`config.mk`:
```
export PLATFORM = sky130hd
export DESIGN_NAME = cnc_node
export DESIGN_NICKNAME = d
export VERILOG_FILES = /design/src/design/cnc_btu.v /design/src/design/cnc_crc.v /design/src/design/cnc_node.v
export VERILOG_INCLUDE_DIRS = /design/src /design/src/design
export SDC_FILE = /design/constraint.sdc
export NUM_CORES = 1
export LEC_CHECK = 0
export BUFFER_PORTS_ARGS = -buffer_cell sky130_fd_sc_hd__buf_2
export CORE_ASPECT_RATIO = 0.5
export CORE_MARGIN = 10
export CORE_UTILIZATION = 53
export DETAILED_ROUTE_END_ITERATION = 10
export PLACE_DENSITY = 0.77
export SYNTH_ARGS = -nofsm -noshare
export SYNTH_HDL_FRONTEND = slang
export SYNTH_SLANG_ARGS = --single-unit
```
`constraint.sdc`:
```
create_clock -name ref_clk -period 3.78 [get_ports ref_clk]
set_clock_uncertainty 0.2 [all_clocks]
set_input_delay 0.378 -clock ref_clk [delete_from_list [all_inputs] [get_ports ref_clk]]
set_output_delay 0.378 -clock ref_clk [all_outputs]
set_load 0.05 [all_outputs]
```
`src/design/cnc_map.vh`:
```
`ifndef CNC_MAP_VH
`define CNC_MAP_VH

// bit timing word: reset value and field positions
`define CNC_BTR_RST 16'h0000
`define CNC_BTR_BRP_MSB 5
`define CNC_BTR_BRP_LSB 0
`define CNC_BTR_SJW_MSB 7
`define CNC_BTR_SJW_LSB 6
`define CNC_BTR_SEG1_MSB 11
`define CNC_BTR_SEG1_LSB 8
`define CNC_BTR_SEG2_MSB 14
`define CNC_BTR_SEG2_LSB 12
`define CNC_BTR_PRESCALE_BY_EIGHT_POS 15

// last error codes
`define CNC_LEC_NONE 3'h0
`define CNC_LEC_STUFF 3'h1
`define CNC_LEC_FORM 3'h2
`define CNC_LEC_ACK 3'h3
`define CNC_LEC_BIT1 3'h4
`define CNC_LEC_BIT0 3'h5
`define CNC_LEC_CRC 3'h6

// error counter steps and limits
`define CNC_TEC_SELF 9'h008
`define CNC_TEC_OTHER 9'h001
`define CNC_PASSIVE_LIM 9'h080

// bit counts inside a frame (the LAST entries hold the last index of their field)
`define CNC_STUFF_LIM 3'h5
`define CNC_ARB_BITS 7'h0C
`define CNC_IDE_POS 7'h0C
`define CNC_DLC_LAST 7'h11
`define CNC_CRC_LAST 7'h0E
`define CNC_EOF_LAST 7'h06
`define CNC_IFS_LAST 7'h09
`define CNC_FLAG_LAST 7'h05
`define CNC_DELIM_LAST 7'h07
`define CNC_IDLE_LAST 7'h0A
`define CNC_BOFF_SEQ_LAST 7'h7F

// crc-15 generator polynomial
`define CNC_CRC_POLY 15'h4599

// frame counter modes
`define CNC_FC_FRAME 2'h0
`define CNC_FC_STAMP 2'h1
`define CNC_FC_BITTIME 2'h2

`endif

```
`src/design/cnc_btu.v`:
```
module cnc_btu #(
	parameter BRP_W = 6,
	parameter QW = 5
) (
	input wire ref_clk,
	input wire reset,
	input wire enable,
	input wire [BRP_W-1:0] prescaler_value,
	input wire prescale_by_eight,
	input wire [3:0] seg1_length,
	input wire [2:0] seg2_length,
	input wire [1:0] jump_width,
	input wire rx_bit,
	input wire hs_en,
	output reg sample_pulse,
	output reg bit_start
);

	localparam ST_SYNC = 3'b001;
	localparam ST_SEG1 = 3'b010;
	localparam ST_SEG2 = 3'b100;
	localparam PW = BRP_W + 4;

	reg [PW-1:0] pre_r;
	reg [2:0] seg_r;
	reg [QW-1:0] q_r;
	reg [QW-1:0] lim1_r;
	reg [QW-1:0] lim2_r;
	reg rx_prev_r;
	reg synced_r;
	wire [PW-1:0] base_w;
	wire [PW-1:0] pre_load;
	wire [QW-1:0] jump_w;
	wire [QW-1:0] err1_w;
	wire [QW-1:0] rem_w;
	wire [QW-1:0] seg1_w;
	wire [QW-1:0] seg2_w;
	wire tq;
	wire edge_w;

	// quantum = (prescaler+1) clocks, eight times that with the divider
	assign base_w = {{(PW-BRP_W){1'b0}}, prescaler_value} + {{(PW-1){1'b0}}, 1'b1};
	assign pre_load = (prescale_by_eight ? {base_w[PW-4:0], 3'b000} : base_w) - {{(PW-1){1'b0}}, 1'b1};
	assign tq = (pre_r == {PW{1'b0}});
	assign edge_w = rx_prev_r & ~rx_bit;
	assign jump_w = {{(QW-2){1'b0}}, jump_width} + {{(QW-1){1'b0}}, 1'b1};
	assign err1_w = q_r + {{(QW-1){1'b0}}, 1'b1};
	assign rem_w = lim2_r - q_r;
	assign seg1_w = {{(QW-4){1'b0}}, seg1_length};
	assign seg2_w = {{(QW-3){1'b0}}, seg2_length};

	// only one resync between two sample points, so noise cannot walk the phase
	always @(posedge ref_clk)
	begin
		if (reset || !enable)
		begin
			pre_r <= {PW{1'b0}};
			seg_r <= ST_SYNC;
			q_r <= {QW{1'b0}};
			lim1_r <= {QW{1'b0}};
			lim2_r <= {QW{1'b0}};
			rx_prev_r <= 1'b1;
			synced_r <= 1'b0;
			sample_pulse <= 1'b0;
			bit_start <= 1'b0;
		end
		else
		begin
			sample_pulse <= 1'b0;
			bit_start <= 1'b0;
			rx_prev_r <= rx_bit;
			if (edge_w && hs_en)
			begin
				seg_r <= ST_SYNC;
				pre_r <= pre_load;
				q_r <= {QW{1'b0}};
				synced_r <= 1'b1;
				bit_start <= 1'b1;
			end
			else if (edge_w && !synced_r && seg_r != ST_SYNC)
			begin
				synced_r <= 1'b1;
				if (seg_r == ST_SEG1)
					lim1_r <= lim1_r + ((err1_w < jump_w) ? err1_w : jump_w);
				else if (rem_w <= jump_w)
				begin
					seg_r <= ST_SEG1;
					q_r <= {QW{1'b0}};
					pre_r <= pre_load;
					lim1_r <= seg1_w;
					lim2_r <= seg2_w;
					bit_start <= 1'b1;
				end
				else
					lim2_r <= lim2_r - jump_w;
			end
			else if (tq)
			begin
				pre_r <= pre_load;
				case (seg_r)
					ST_SYNC:
					begin
						seg_r <= ST_SEG1;
						q_r <= {QW{1'b0}};
						lim1_r <= seg1_w;
						lim2_r <= seg2_w;
					end
					ST_SEG1:
					begin
						if (q_r == lim1_r)
						begin
							seg_r <= ST_SEG2;
							q_r <= {QW{1'b0}};
							sample_pulse <= 1'b1;
							synced_r <= 1'b0;
						end
						else
							q_r <= q_r + {{(QW-1){1'b0}}, 1'b1};
					end
					ST_SEG2:
					begin
						if (q_r >= lim2_r)
						begin
							seg_r <= ST_SYNC;
							q_r <= {QW{1'b0}};
							bit_start <= 1'b1;
						end
						else
							q_r <= q_r + {{(QW-1){1'b0}}, 1'b1};
					end
					default:
						seg_r <= ST_SYNC;
				endcase
			end
			else
				pre_r <= pre_r - {{(PW-1){1'b0}}, 1'b1};
		end
	end

endmodule // cnc_btu

```
`src/design/cnc_crc.v`:
```
module cnc_crc (
	input wire ref_clk,
	input wire reset,
	input wire clr,
	input wire bit_en,
	input wire bit_in,
	output wire [14:0] crc_nxt,
	output reg [14:0] crc_r
);

`include "cnc_map.vh"

	// serial crc-15, one destuffed bit per enable
	assign crc_nxt = {crc_r[13:0], 1'b0} ^ ((bit_in ^ crc_r[14]) ? `CNC_CRC_POLY : 15'h0000);

	always @(posedge ref_clk)
	begin
		if (reset || clr)
			crc_r <= 15'h0000;
		else if (bit_en)
			crc_r <= crc_nxt;
	end

endmodule // cnc_crc

```
`src/design/cnc_node.v`:
```
`include "cnc_map.vh"

// Overview of operation
// - sync segment is always one quantum
// - quantum from prescaler, optional divide by eight
// - segment one lasts seg1_length plus one
// - segment two lasts seg2_length plus one
// - sync on falling edges, hard sync restarts
// - resync jump limited to jump_width plus one
// - timing writable only with config change enabled
// - build frame with crc, start on idle
// - bit errors outside arbitration and ack
// - check crc, flag error, send error frame
// - deliver good frames and status
// - tx counter plus eight own, one foreign
// - record direction and detecting node
// - passive when a counter reaches 128
// - bus-off at 256 until recovery
// - warning flag follows programmed warning level
// - 16-bit frame counter with mode select
// - frame count mode counts finished frames
// - time stamp mode counts bits, captures
// - four node interrupt sources
// - soft trigger bits raise matching lines
// - event pulses independent, flags cleared by one
// - pointer routes each request to a line
module cnc_node (
	input wire ref_clk,
	input wire reset,
	input wire can_rx,
	output reg can_tx,
	input wire node_init_hold,
	input wire config_change_enable,
	input wire bit_timing_wr,
	input wire [15:0] bit_timing_wdata,
	output reg [15:0] bit_timing_reg,
	input wire tx_req,
	input wire [10:0] tx_id,
	input wire tx_rtr,
	input wire [3:0] tx_dlc,
	input wire [63:0] tx_data,
	output reg tx_busy,
	output reg rx_valid,
	output reg [10:0] rx_id,
	output reg rx_rtr,
	output reg [3:0] rx_dlc,
	output reg [63:0] rx_data,
	output reg xfer_done,
	output reg xfer_dir,
	output reg [15:0] object_stamp_value,
	input wire [1:0] counter_mode_select,
	output reg [15:0] counter_value,
	output reg [2:0] last_error_code,
	output reg err_dir,
	output reg err_by_self,
	output reg [8:0] tx_error_count,
	output reg [7:0] rx_error_count,
	input wire [7:0] warning_level,
	output reg warning_flag,
	output reg error_passive,
	output reg bus_off_flag,
	input wire list_error,
	input wire [3:0] irq_enable,
	input wire [11:0] irq_pointer,
	input wire [3:0] flag_clear,
	output reg [3:0] irq_status,
	input wire soft_irq_wr,
	input wire [7:0] soft_irq_trigger,
	output reg [7:0] irq_output_line
);

	localparam S_IDLE = 10'h001;
	localparam S_BODY = 10'h002;
	localparam S_CRC = 10'h004;
	localparam S_CRCD = 10'h008;
	localparam S_ACK = 10'h010;
	localparam S_ACKD = 10'h020;
	localparam S_EOF = 10'h040;
	localparam S_ERR = 10'h080;
	localparam S_EDEL = 10'h100;
	localparam S_BOFF = 10'h200;

	reg rx_s1_r;
	reg rx_s2_r;
	reg [9:0] state_r;
	reg [6:0] cnt_r;
	reg [6:0] seq_r;
	reg [2:0] same_r;
	reg last_r;
	reg txing_r;
	reg [81:0] txv_r;
	reg [17:0] hdr_r;
	reg [63:0] dat_r;
	reg [3:0] n_r;
	reg [6:0] lastpos_r;
	reg [14:0] crc_snap_r;
	reg crc_ok_r;
	reg [15:0] fc_r;
	reg [3:0] ev_r;
	reg stuff_bit;
	reg lost_arb;
	reg [2:0] err_c;
	reg tx_nxt;
	reg [7:0] line_nxt;
	integer i;
	wire sp;
	wire bs;
	wire rx_b;
	wire node_run;
	wire [14:0] crc_nxt;
	wire [14:0] crc_val;
	wire crc_en;
	wire [17:0] hdr_nxt;
	wire [3:0] n_w;
	wire done_now;
	wire sof_now;
	wire [8:0] tec_add;
	wire [9:0] tec_sum;
	wire warn_w;
	wire [15:0] fc_plus;
	wire fc_inc;

	assign rx_b = rx_s2_r;
	assign node_run = ~node_init_hold;
	assign hdr_nxt = {hdr_r[16:0], rx_b};
	assign n_w = hdr_nxt[6] ? 4'h0 : (hdr_nxt[3] ? 4'h8 : hdr_nxt[3:0]);
	assign done_now = sp && err_c == `CNC_LEC_NONE && state_r == S_EOF && cnt_r == `CNC_EOF_LAST;
	assign sof_now = sp && state_r == S_IDLE && !rx_b;
	// a foreign error flag shows up as a stuff violation while sending
	assign tec_add = (err_c == `CNC_LEC_STUFF) ? `CNC_TEC_OTHER : `CNC_TEC_SELF;
	assign tec_sum = {1'b0, tx_error_count} + {1'b0, tec_add};
	assign warn_w = (tx_error_count >= {1'b0, warning_level}) || (rx_error_count >= warning_level);
	assign fc_plus = fc_r + 16'h0001;
	assign fc_inc = (counter_mode_select == `CNC_FC_FRAME && done_now) ||
		(counter_mode_select == `CNC_FC_STAMP && bs && node_run);
	assign crc_en = sp && !stuff_bit && err_c == `CNC_LEC_NONE &&
		(sof_now || state_r == S_BODY || state_r == S_CRC);

	cnc_btu #(.BRP_W(6), .QW(5)) u_btu (
		.ref_clk(ref_clk),
		.reset(reset),
		.enable(node_run),
		.prescaler_value(bit_timing_reg[`CNC_BTR_BRP_MSB:`CNC_BTR_BRP_LSB]),
		.prescale_by_eight(bit_timing_reg[`CNC_BTR_PRESCALE_BY_EIGHT_POS]),
		.seg1_length(bit_timing_reg[`CNC_BTR_SEG1_MSB:`CNC_BTR_SEG1_LSB]),
		.seg2_length(bit_timing_reg[`CNC_BTR_SEG2_MSB:`CNC_BTR_SEG2_LSB]),
		.jump_width(bit_timing_reg[`CNC_BTR_SJW_MSB:`CNC_BTR_SJW_LSB]),
		.rx_bit(rx_b),
		.hs_en(state_r == S_IDLE),
		.sample_pulse(sp),
		.bit_start(bs)
	);

	cnc_crc u_crc (
		.ref_clk(ref_clk),
		.reset(reset),
		.clr(state_r == S_IDLE && !crc_en),
		.bit_en(crc_en),
		.bit_in(rx_b),
		.crc_nxt(crc_nxt),
		.crc_r(crc_val)
	);

	// pin synchroniser and timing word, locked unless config change is open
	always @(posedge ref_clk)
	begin
		if (reset)
		begin
			rx_s1_r <= 1'b1;
			rx_s2_r <= 1'b1;
			bit_timing_reg <= `CNC_BTR_RST;
		end
		else
		begin
			rx_s1_r <= can_rx;
			rx_s2_r <= rx_s1_r;
			if (bit_timing_wr && config_change_enable)
				bit_timing_reg <= bit_timing_wdata;
		end
	end

	// error detection at the sample point
	always @*
	begin
		stuff_bit = (state_r == S_BODY || state_r == S_CRC) && same_r == `CNC_STUFF_LIM;
		lost_arb = txing_r && state_r == S_BODY && cnt_r < `CNC_ARB_BITS && !stuff_bit &&
			can_tx && !rx_b;
		err_c = `CNC_LEC_NONE;
		if (txing_r && can_tx != rx_b && !lost_arb && state_r != S_ACK)
			err_c = can_tx ? `CNC_LEC_BIT1 : `CNC_LEC_BIT0;
		else if (stuff_bit && rx_b == last_r)
			err_c = `CNC_LEC_STUFF;
		else if (state_r == S_BODY && !stuff_bit && cnt_r == `CNC_IDE_POS && rx_b)
			err_c = `CNC_LEC_FORM;
		else if ((state_r == S_CRCD || state_r == S_ACKD ||
			(state_r == S_EOF && cnt_r < `CNC_EOF_LAST)) && !rx_b)
			err_c = `CNC_LEC_FORM;
		else if (state_r == S_ACK && txing_r && rx_b)
			err_c = `CNC_LEC_ACK;
		else if (state_r == S_ACK && !txing_r && !crc_ok_r)
			err_c = `CNC_LEC_CRC;
	end

	// level for the next bit, applied at the start of the bit time
	always @*
	begin
		case (state_r)
			S_IDLE: tx_nxt = ~tx_busy;
			S_BODY: tx_nxt = !txing_r ? 1'b1 : (stuff_bit ? ~last_r : txv_r[7'h51 - cnt_r]);
			S_CRC: tx_nxt = !txing_r ? 1'b1 : (stuff_bit ? ~last_r : crc_snap_r[4'hE - cnt_r[3:0]]);
			S_ACK: tx_nxt = txing_r || !crc_ok_r;
			S_ERR: tx_nxt = error_passive;
			default: tx_nxt = 1'b1;
		endcase
	end

	always @(posedge ref_clk)
	begin
		if (reset || !node_run)
			can_tx <= 1'b1;
		else if (bs)
			can_tx <= tx_nxt;
	end

	// bitstream processor and fault confinement
	always @(posedge ref_clk)
	begin
		if (reset)
		begin
			state_r <= S_IDLE;
			cnt_r <= 7'h00;
			seq_r <= 7'h00;
			same_r <= 3'h0;
			last_r <= 1'b1;
			txing_r <= 1'b0;
			tx_busy <= 1'b0;
			txv_r <= 82'h0;
			hdr_r <= 18'h00000;
			dat_r <= 64'h0;
			n_r <= 4'h0;
			lastpos_r <= 7'h00;
			crc_snap_r <= 15'h0000;
			crc_ok_r <= 1'b0;
			rx_valid <= 1'b0;
			rx_id <= 11'h000;
			rx_rtr <= 1'b0;
			rx_dlc <= 4'h0;
			rx_data <= 64'h0;
			xfer_done <= 1'b0;
			xfer_dir <= 1'b0;
			last_error_code <= `CNC_LEC_NONE;
			err_dir <= 1'b0;
			err_by_self <= 1'b0;
			tx_error_count <= 9'h000;
			rx_error_count <= 8'h00;
			ev_r[1:0] <= 2'h0;
		end
		else
		begin
			rx_valid <= 1'b0;
			xfer_done <= 1'b0;
			ev_r[1:0] <= 2'h0;
			if (tx_req && !tx_busy)
			begin
				tx_busy <= 1'b1;
				txv_r <= {tx_id, tx_rtr, 1'b0, 1'b0, tx_dlc, tx_data};
			end
			if (!node_run && state_r != S_BOFF)
			begin
				state_r <= S_IDLE;
				txing_r <= 1'b0;
			end
			else if (sp && err_c != `CNC_LEC_NONE)
			begin
				last_error_code <= err_c;
				ev_r[1] <= 1'b1;
				err_dir <= txing_r;
				err_by_self <= !(txing_r && err_c == `CNC_LEC_STUFF);
				txing_r <= 1'b0;
				cnt_r <= 7'h00;
				state_r <= S_ERR;
				if (txing_r)
				begin
					tx_error_count <= tec_sum[8:0];
					if (tec_sum[8])
						state_r <= S_BOFF;
				end
				else if (rx_error_count != 8'hFF)
					rx_error_count <= rx_error_count + 8'h01;
			end
			else if (sp)
			begin
				case (state_r)
					S_IDLE:
					begin
						if (!rx_b)
						begin
							state_r <= S_BODY;
							cnt_r <= 7'h00;
							same_r <= 3'h1;
							last_r <= 1'b0;
							txing_r <= tx_busy && !can_tx;
						end
					end
					S_BODY, S_CRC:
					begin
						last_r <= rx_b;
						if (stuff_bit)
							same_r <= 3'h1;
						else
						begin
							same_r <= (rx_b == last_r) ? same_r + 3'h1 : 3'h1;
							cnt_r <= cnt_r + 7'h01;
							if (lost_arb)
								txing_r <= 1'b0;
							if (state_r == S_CRC && cnt_r == `CNC_CRC_LAST)
							begin
								crc_ok_r <= (crc_nxt == 15'h0000);
								state_r <= S_CRCD;
							end
							if (state_r == S_BODY && cnt_r <= `CNC_DLC_LAST)
								hdr_r <= hdr_nxt;
							if (state_r == S_BODY && cnt_r > `CNC_DLC_LAST)
								dat_r <= {dat_r[62:0], rx_b};
							if (state_r == S_BODY && cnt_r == `CNC_DLC_LAST)
							begin
								n_r <= n_w;
								lastpos_r <= `CNC_DLC_LAST + {n_w, 3'b000};
							end
							if (state_r == S_BODY && ((cnt_r == `CNC_DLC_LAST && n_w == 4'h0) ||
								(cnt_r > `CNC_DLC_LAST && cnt_r == lastpos_r)))
							begin
								state_r <= S_CRC;
								cnt_r <= 7'h00;
								crc_snap_r <= crc_nxt;
							end
						end
					end
					S_CRCD: state_r <= S_ACK;
					S_ACK: state_r <= S_ACKD;
					S_ACKD:
					begin
						state_r <= S_EOF;
						cnt_r <= 7'h00;
					end
					S_EOF:
					begin
						cnt_r <= cnt_r + 7'h01;
						if (cnt_r == `CNC_EOF_LAST)
						begin
							xfer_done <= 1'b1;
							xfer_dir <= txing_r;
							ev_r[0] <= 1'b1;
							txing_r <= 1'b0;
							if (txing_r)
							begin
								tx_busy <= 1'b0;
								if (tx_error_count != 9'h000)
									tx_error_count <= tx_error_count - 9'h001;
							end
							else
							begin
								rx_valid <= 1'b1;
								rx_id <= hdr_r[17:7];
								rx_rtr <= hdr_r[6];
								rx_dlc <= hdr_r[3:0];
								rx_data <= dat_r << {4'h8 - n_r, 3'b000};
								if (rx_error_count != 8'h00)
									rx_error_count <= rx_error_count - 8'h01;
							end
						end
						if (cnt_r == `CNC_IFS_LAST)
							state_r <= S_IDLE;
					end
					S_ERR:
					begin
						cnt_r <= cnt_r + 7'h01;
						if (cnt_r == `CNC_FLAG_LAST)
						begin
							state_r <= S_EDEL;
							cnt_r <= 7'h00;
						end
					end
					S_EDEL:
					begin
						cnt_r <= rx_b ? cnt_r + 7'h01 : 7'h00;
						// rejoin just past the end of frame so three intermission bits follow
						if (rx_b && cnt_r == `CNC_DELIM_LAST)
						begin
							state_r <= S_EOF;
							cnt_r <= `CNC_EOF_LAST + 7'h01;
						end
					end
					S_BOFF:
					begin
						// recovery: a run of idle bit times, each of eleven recessive bits
						cnt_r <= rx_b ? cnt_r + 7'h01 : 7'h00;
						if (rx_b && cnt_r == `CNC_IDLE_LAST)
						begin
							cnt_r <= 7'h00;
							seq_r <= seq_r + 7'h01;
							if (seq_r == `CNC_BOFF_SEQ_LAST)
							begin
								seq_r <= 7'h00;
								tx_error_count <= 9'h000;
								rx_error_count <= 8'h00;
								state_r <= S_IDLE;
							end
						end
					end
					default: state_r <= S_IDLE;
				endcase
			end
		end
	end

	// frame counter: frame count or time stamp; bit timing mode holds it
	always @(posedge ref_clk)
	begin
		if (reset)
		begin
			fc_r <= 16'h0000;
			counter_value <= 16'h0000;
			object_stamp_value <= 16'h0000;
			ev_r[3] <= 1'b0;
		end
		else
		begin
			ev_r[3] <= fc_inc && fc_r == 16'hFFFF;
			if (fc_inc)
				fc_r <= fc_plus;
			if (counter_mode_select == `CNC_FC_FRAME && done_now)
			begin
				counter_value <= fc_plus;
				object_stamp_value <= fc_plus;
			end
			if (counter_mode_select == `CNC_FC_STAMP && sof_now)
				counter_value <= fc_r;
			if (counter_mode_select == `CNC_FC_STAMP && done_now)
				object_stamp_value <= counter_value;
		end
	end

	// routing: several sources on one pointer merge onto one line
	always @*
	begin
		line_nxt = soft_irq_wr ? soft_irq_trigger : 8'h00;
		for (i = 0; i < 4; i = i + 1)
			if (ev_r[i] && irq_enable[i])
				line_nxt[irq_pointer[3*i +: 3]] = 1'b1;
	end

	// error state flags, alert source, status flags and line pulses
	always @(posedge ref_clk)
	begin
		if (reset)
		begin
			warning_flag <= 1'b0;
			error_passive <= 1'b0;
			bus_off_flag <= 1'b0;
			ev_r[2] <= 1'b0;
			irq_status <= 4'h0;
			irq_output_line <= 8'h00;
		end
		else
		begin
			warning_flag <= warn_w;
			error_passive <= tx_error_count >= `CNC_PASSIVE_LIM ||
				{1'b0, rx_error_count} >= `CNC_PASSIVE_LIM;
			bus_off_flag <= (state_r == S_BOFF);
			ev_r[2] <= (warn_w && !warning_flag) || ((state_r == S_BOFF) != bus_off_flag) ||
				list_error;
			irq_status <= ev_r | (irq_status & ~flag_clear);
			irq_output_line <= line_nxt;
		end
	end

endmodule // cnc_node

```
==> run summary <==
All-layer global routing usage: 25.66%
Worst-skew pair later-pin latency: 0.56 ns
Final antenna-violating net count: 0
Boundary pin count: 313
DR vias/cell: 5.932
Crit end category: register
Critical path peak fanout: 3
Final period util: 97.61%
Slew HR: 32.45%
DR pass1 iterations: 6
Async SR Flop Fraction: 0%
F_max: 0.2710 GHz
Nets: 3362
Area leader, netlist: dfxtp_1
Sequential element share of the synthesized area: 39.43%
Pwr Total: 11.44 mW
Met3 usage: 4.473%
Fill cell total of the finished layout: 3430
Vias in the first global route: 20970
Synthesis-to-finish area growth: 22.17%
CTS Buf Count: 42
Util after Layout: 66.21%
Port Buf Inserts: 312
Synth Warn #: 0
Placeable Area: 0.04244 mm2
Post-Layout Cell Count: 3771
Max FFs per register: 80
Power per cell area: 407.1 mW/mm2
Reg area: 0.009075 mm2
Post-synthesis cell area: 0.02300 mm2
Synthesized flop and latch total: 453
Final min period: 3.690 ns
Share of layout cells above drive strength 1: 18.71%
GR peak layer: met2
Total number of vias: 22370
Multi-input combinational cell area: 0.01309 mm2
Cell Rows: 53
Biggest regs: txv_r x80, dat_r x64, rx_data x64
Synth top area share: 39.43%
VDD IR max: 281.4 uV
Worst setup SP type: register
H-tree depth: 2
Initial drt markers: 2387
Fin area: 0.02810 mm2
Biggest register: txv_r
Worst path required time: 4.02 ns
Arrival time at the worst endpoint: 3.93 ns
Wire length per cell: 19.06 um
Dpl cells: 3568
Commonest cells in the netlist: nand2_1 (511), dfxtp_1 (453), a21oi_1 (312)
Routed WL: 71.88 mm
Worst slew pin tran: 1.013 ns
Synthesized Nets: 2984
Clk pin slew, worst setup/hold paths: 0.08 ns
Top-count cell post-synth: nand2_1
Post-DP HPWL: 48.20 mm
Outcome: finished, final reports clean
Post-synthesis cell count: 2780
Synth cell types: 86
Remaining global-route overflow: 0
Fin. max-slew vios: 0
Antenna violations before repair: 4
MaxCap Viol Count: 0
Clk sink count: 453
Worst hold path class: in2reg
Endpoints failing setup: 0
Hold Vio Cnt, Final: 0
Met2 Usage GRT: 43.38%
Met1 Usage GRT: 33.09%
DRC viols: 0
Area after DPL: 0.02530 mm2
Max Buffers Root-to-Sink: 3
Syn avg cell area: 8.274 um2
Top FF cell, synth: dfxtp_1
EDFF count, synth: 0
RD Place Congestion: 0.9459
Global-route wire length before repair: 113.5 mm
Full die area: 0.05264 mm2
Starting Density: 54.20%
Leak pwr: 11.02 nW
Top post-synthesis cells by area: dfxtp_1 (39%), nand2_1 (8.3%), a21oi_1 (6.8%)
Worst setup path category: reg2reg
Die H: 167.3 um
Largest net degree at the start of global routing: 150
Hold Slack: 0.03505 ns
Root Driver: clkbuf_16
CTS tree: yes
Die width: 314.6 um
-- worst max-delay path, stage by stage (launching register included) --
cell      delay (ns)
dfxtp_1         0.32
or3_4           0.37
or4_4           0.44
nor3b_4         0.24
buf_4           0.15
nand2b_1        0.14
a22o_1          0.19
nor3_2          0.06
buf_4           0.14
ha_2            0.19
ha_4            0.17
a31o_4          0.24
and3_4          0.18
nand3_2         0.08
xnor2_2         0.08
buf_4           0.14
a32oi_1         0.17
nor2_1          0.05
-- layout make-up --
type	count	area share (%)
Timing Repair Buffer	530	12.67
Antenna cell	4	0.03562
Multi-Input combinational cell	2078	46.59
Inverter	53	0.7079
Clock buffer	58	4.239
Tap cell	577	2.569
Clock inverter	18	0.8905
Sequential cell	453	32.29
-- worst paths after layout --
kind,cells after the start,to,slack (ns),startpoint
max,17,state_r[9],0.09,cnt_r[5]
min,3,irq_output_line[5],0.04,soft_irq_wr
max reg2reg,17,state_r[9],0.09,cnt_r[5]
min reg2reg,1,rx_b,0.24,rx_s1_r
-- per-stage QoR --
step                setup TNS, ns  setup slack (ns)
detailed placement        -0.6052           -0.1729
CTS                             0           0.03760
finish                          0           0.09030
global route             -0.03109          -0.02221
global placement          -0.3767           -0.1226
floorplan                       0           0.01399
-- layer usage --
layer	share of wire (%)	up-vias
met4	2.8	0
met3	6.8	150
met5	0	-
met2	48	941
li1	-	10650
met1	43	10640
-- power by group --
part           total [mW]  internal [mW]  leakage, nW  switching (mW)
sequential           5.04           4.91         3.67           0.127
combinational        1.90          0.789         6.65            1.11
clock                4.50           2.57        0.704            1.93
total                11.4           8.27         11.0            3.17
-- kinds of logic (layout without fill, tap and decap cells) --
family          after synthesis  count (layout)  share of synthesized area [%]
mux                         132             132                          7.936
xor+xnor                     89              89                          3.389
compound gates              728             728                          20.04
simple gates               1067            1067                          21.40
buf+inv                     249             659                          4.373
flops                       453             453                          39.43
other cells                   1               5                        0.01630
fa+ha+maj                    61              61                          3.416
-- repair_timing --
item | CTS | global route
endpoints found under the hold margin | 109 | 0
hold buffers | 121 | 0
resized for setup | 11 | 12
setup endpoints to repair | 5 | 10
pin swaps | 5 | 4
buffers inserted | 1 | 1
-- placed cells by master (no fill, tap or decap), types with 25 or more instances in the layout --
cell type      count
xnor2_1           45
o2bb2ai_1         32
inv_1             53
mux2i_1           80
a21oi_1          310
buf_2            311
dfxtp_1          450
xor2_1            42
a211oi_1          55
ha_1              53
nand3_1           48
clkbuf_16         42
nand2_1          509
and3_1            32
nor3_1            52
dlygate4sd3_1    121
nor2_1           210
mux4_2            39
nor2b_1           31
buf_4             93
a22o_1            50
o21ai_0          102
nor3b_1           25
Note: power is estimated with default switching activity, not from simulation.
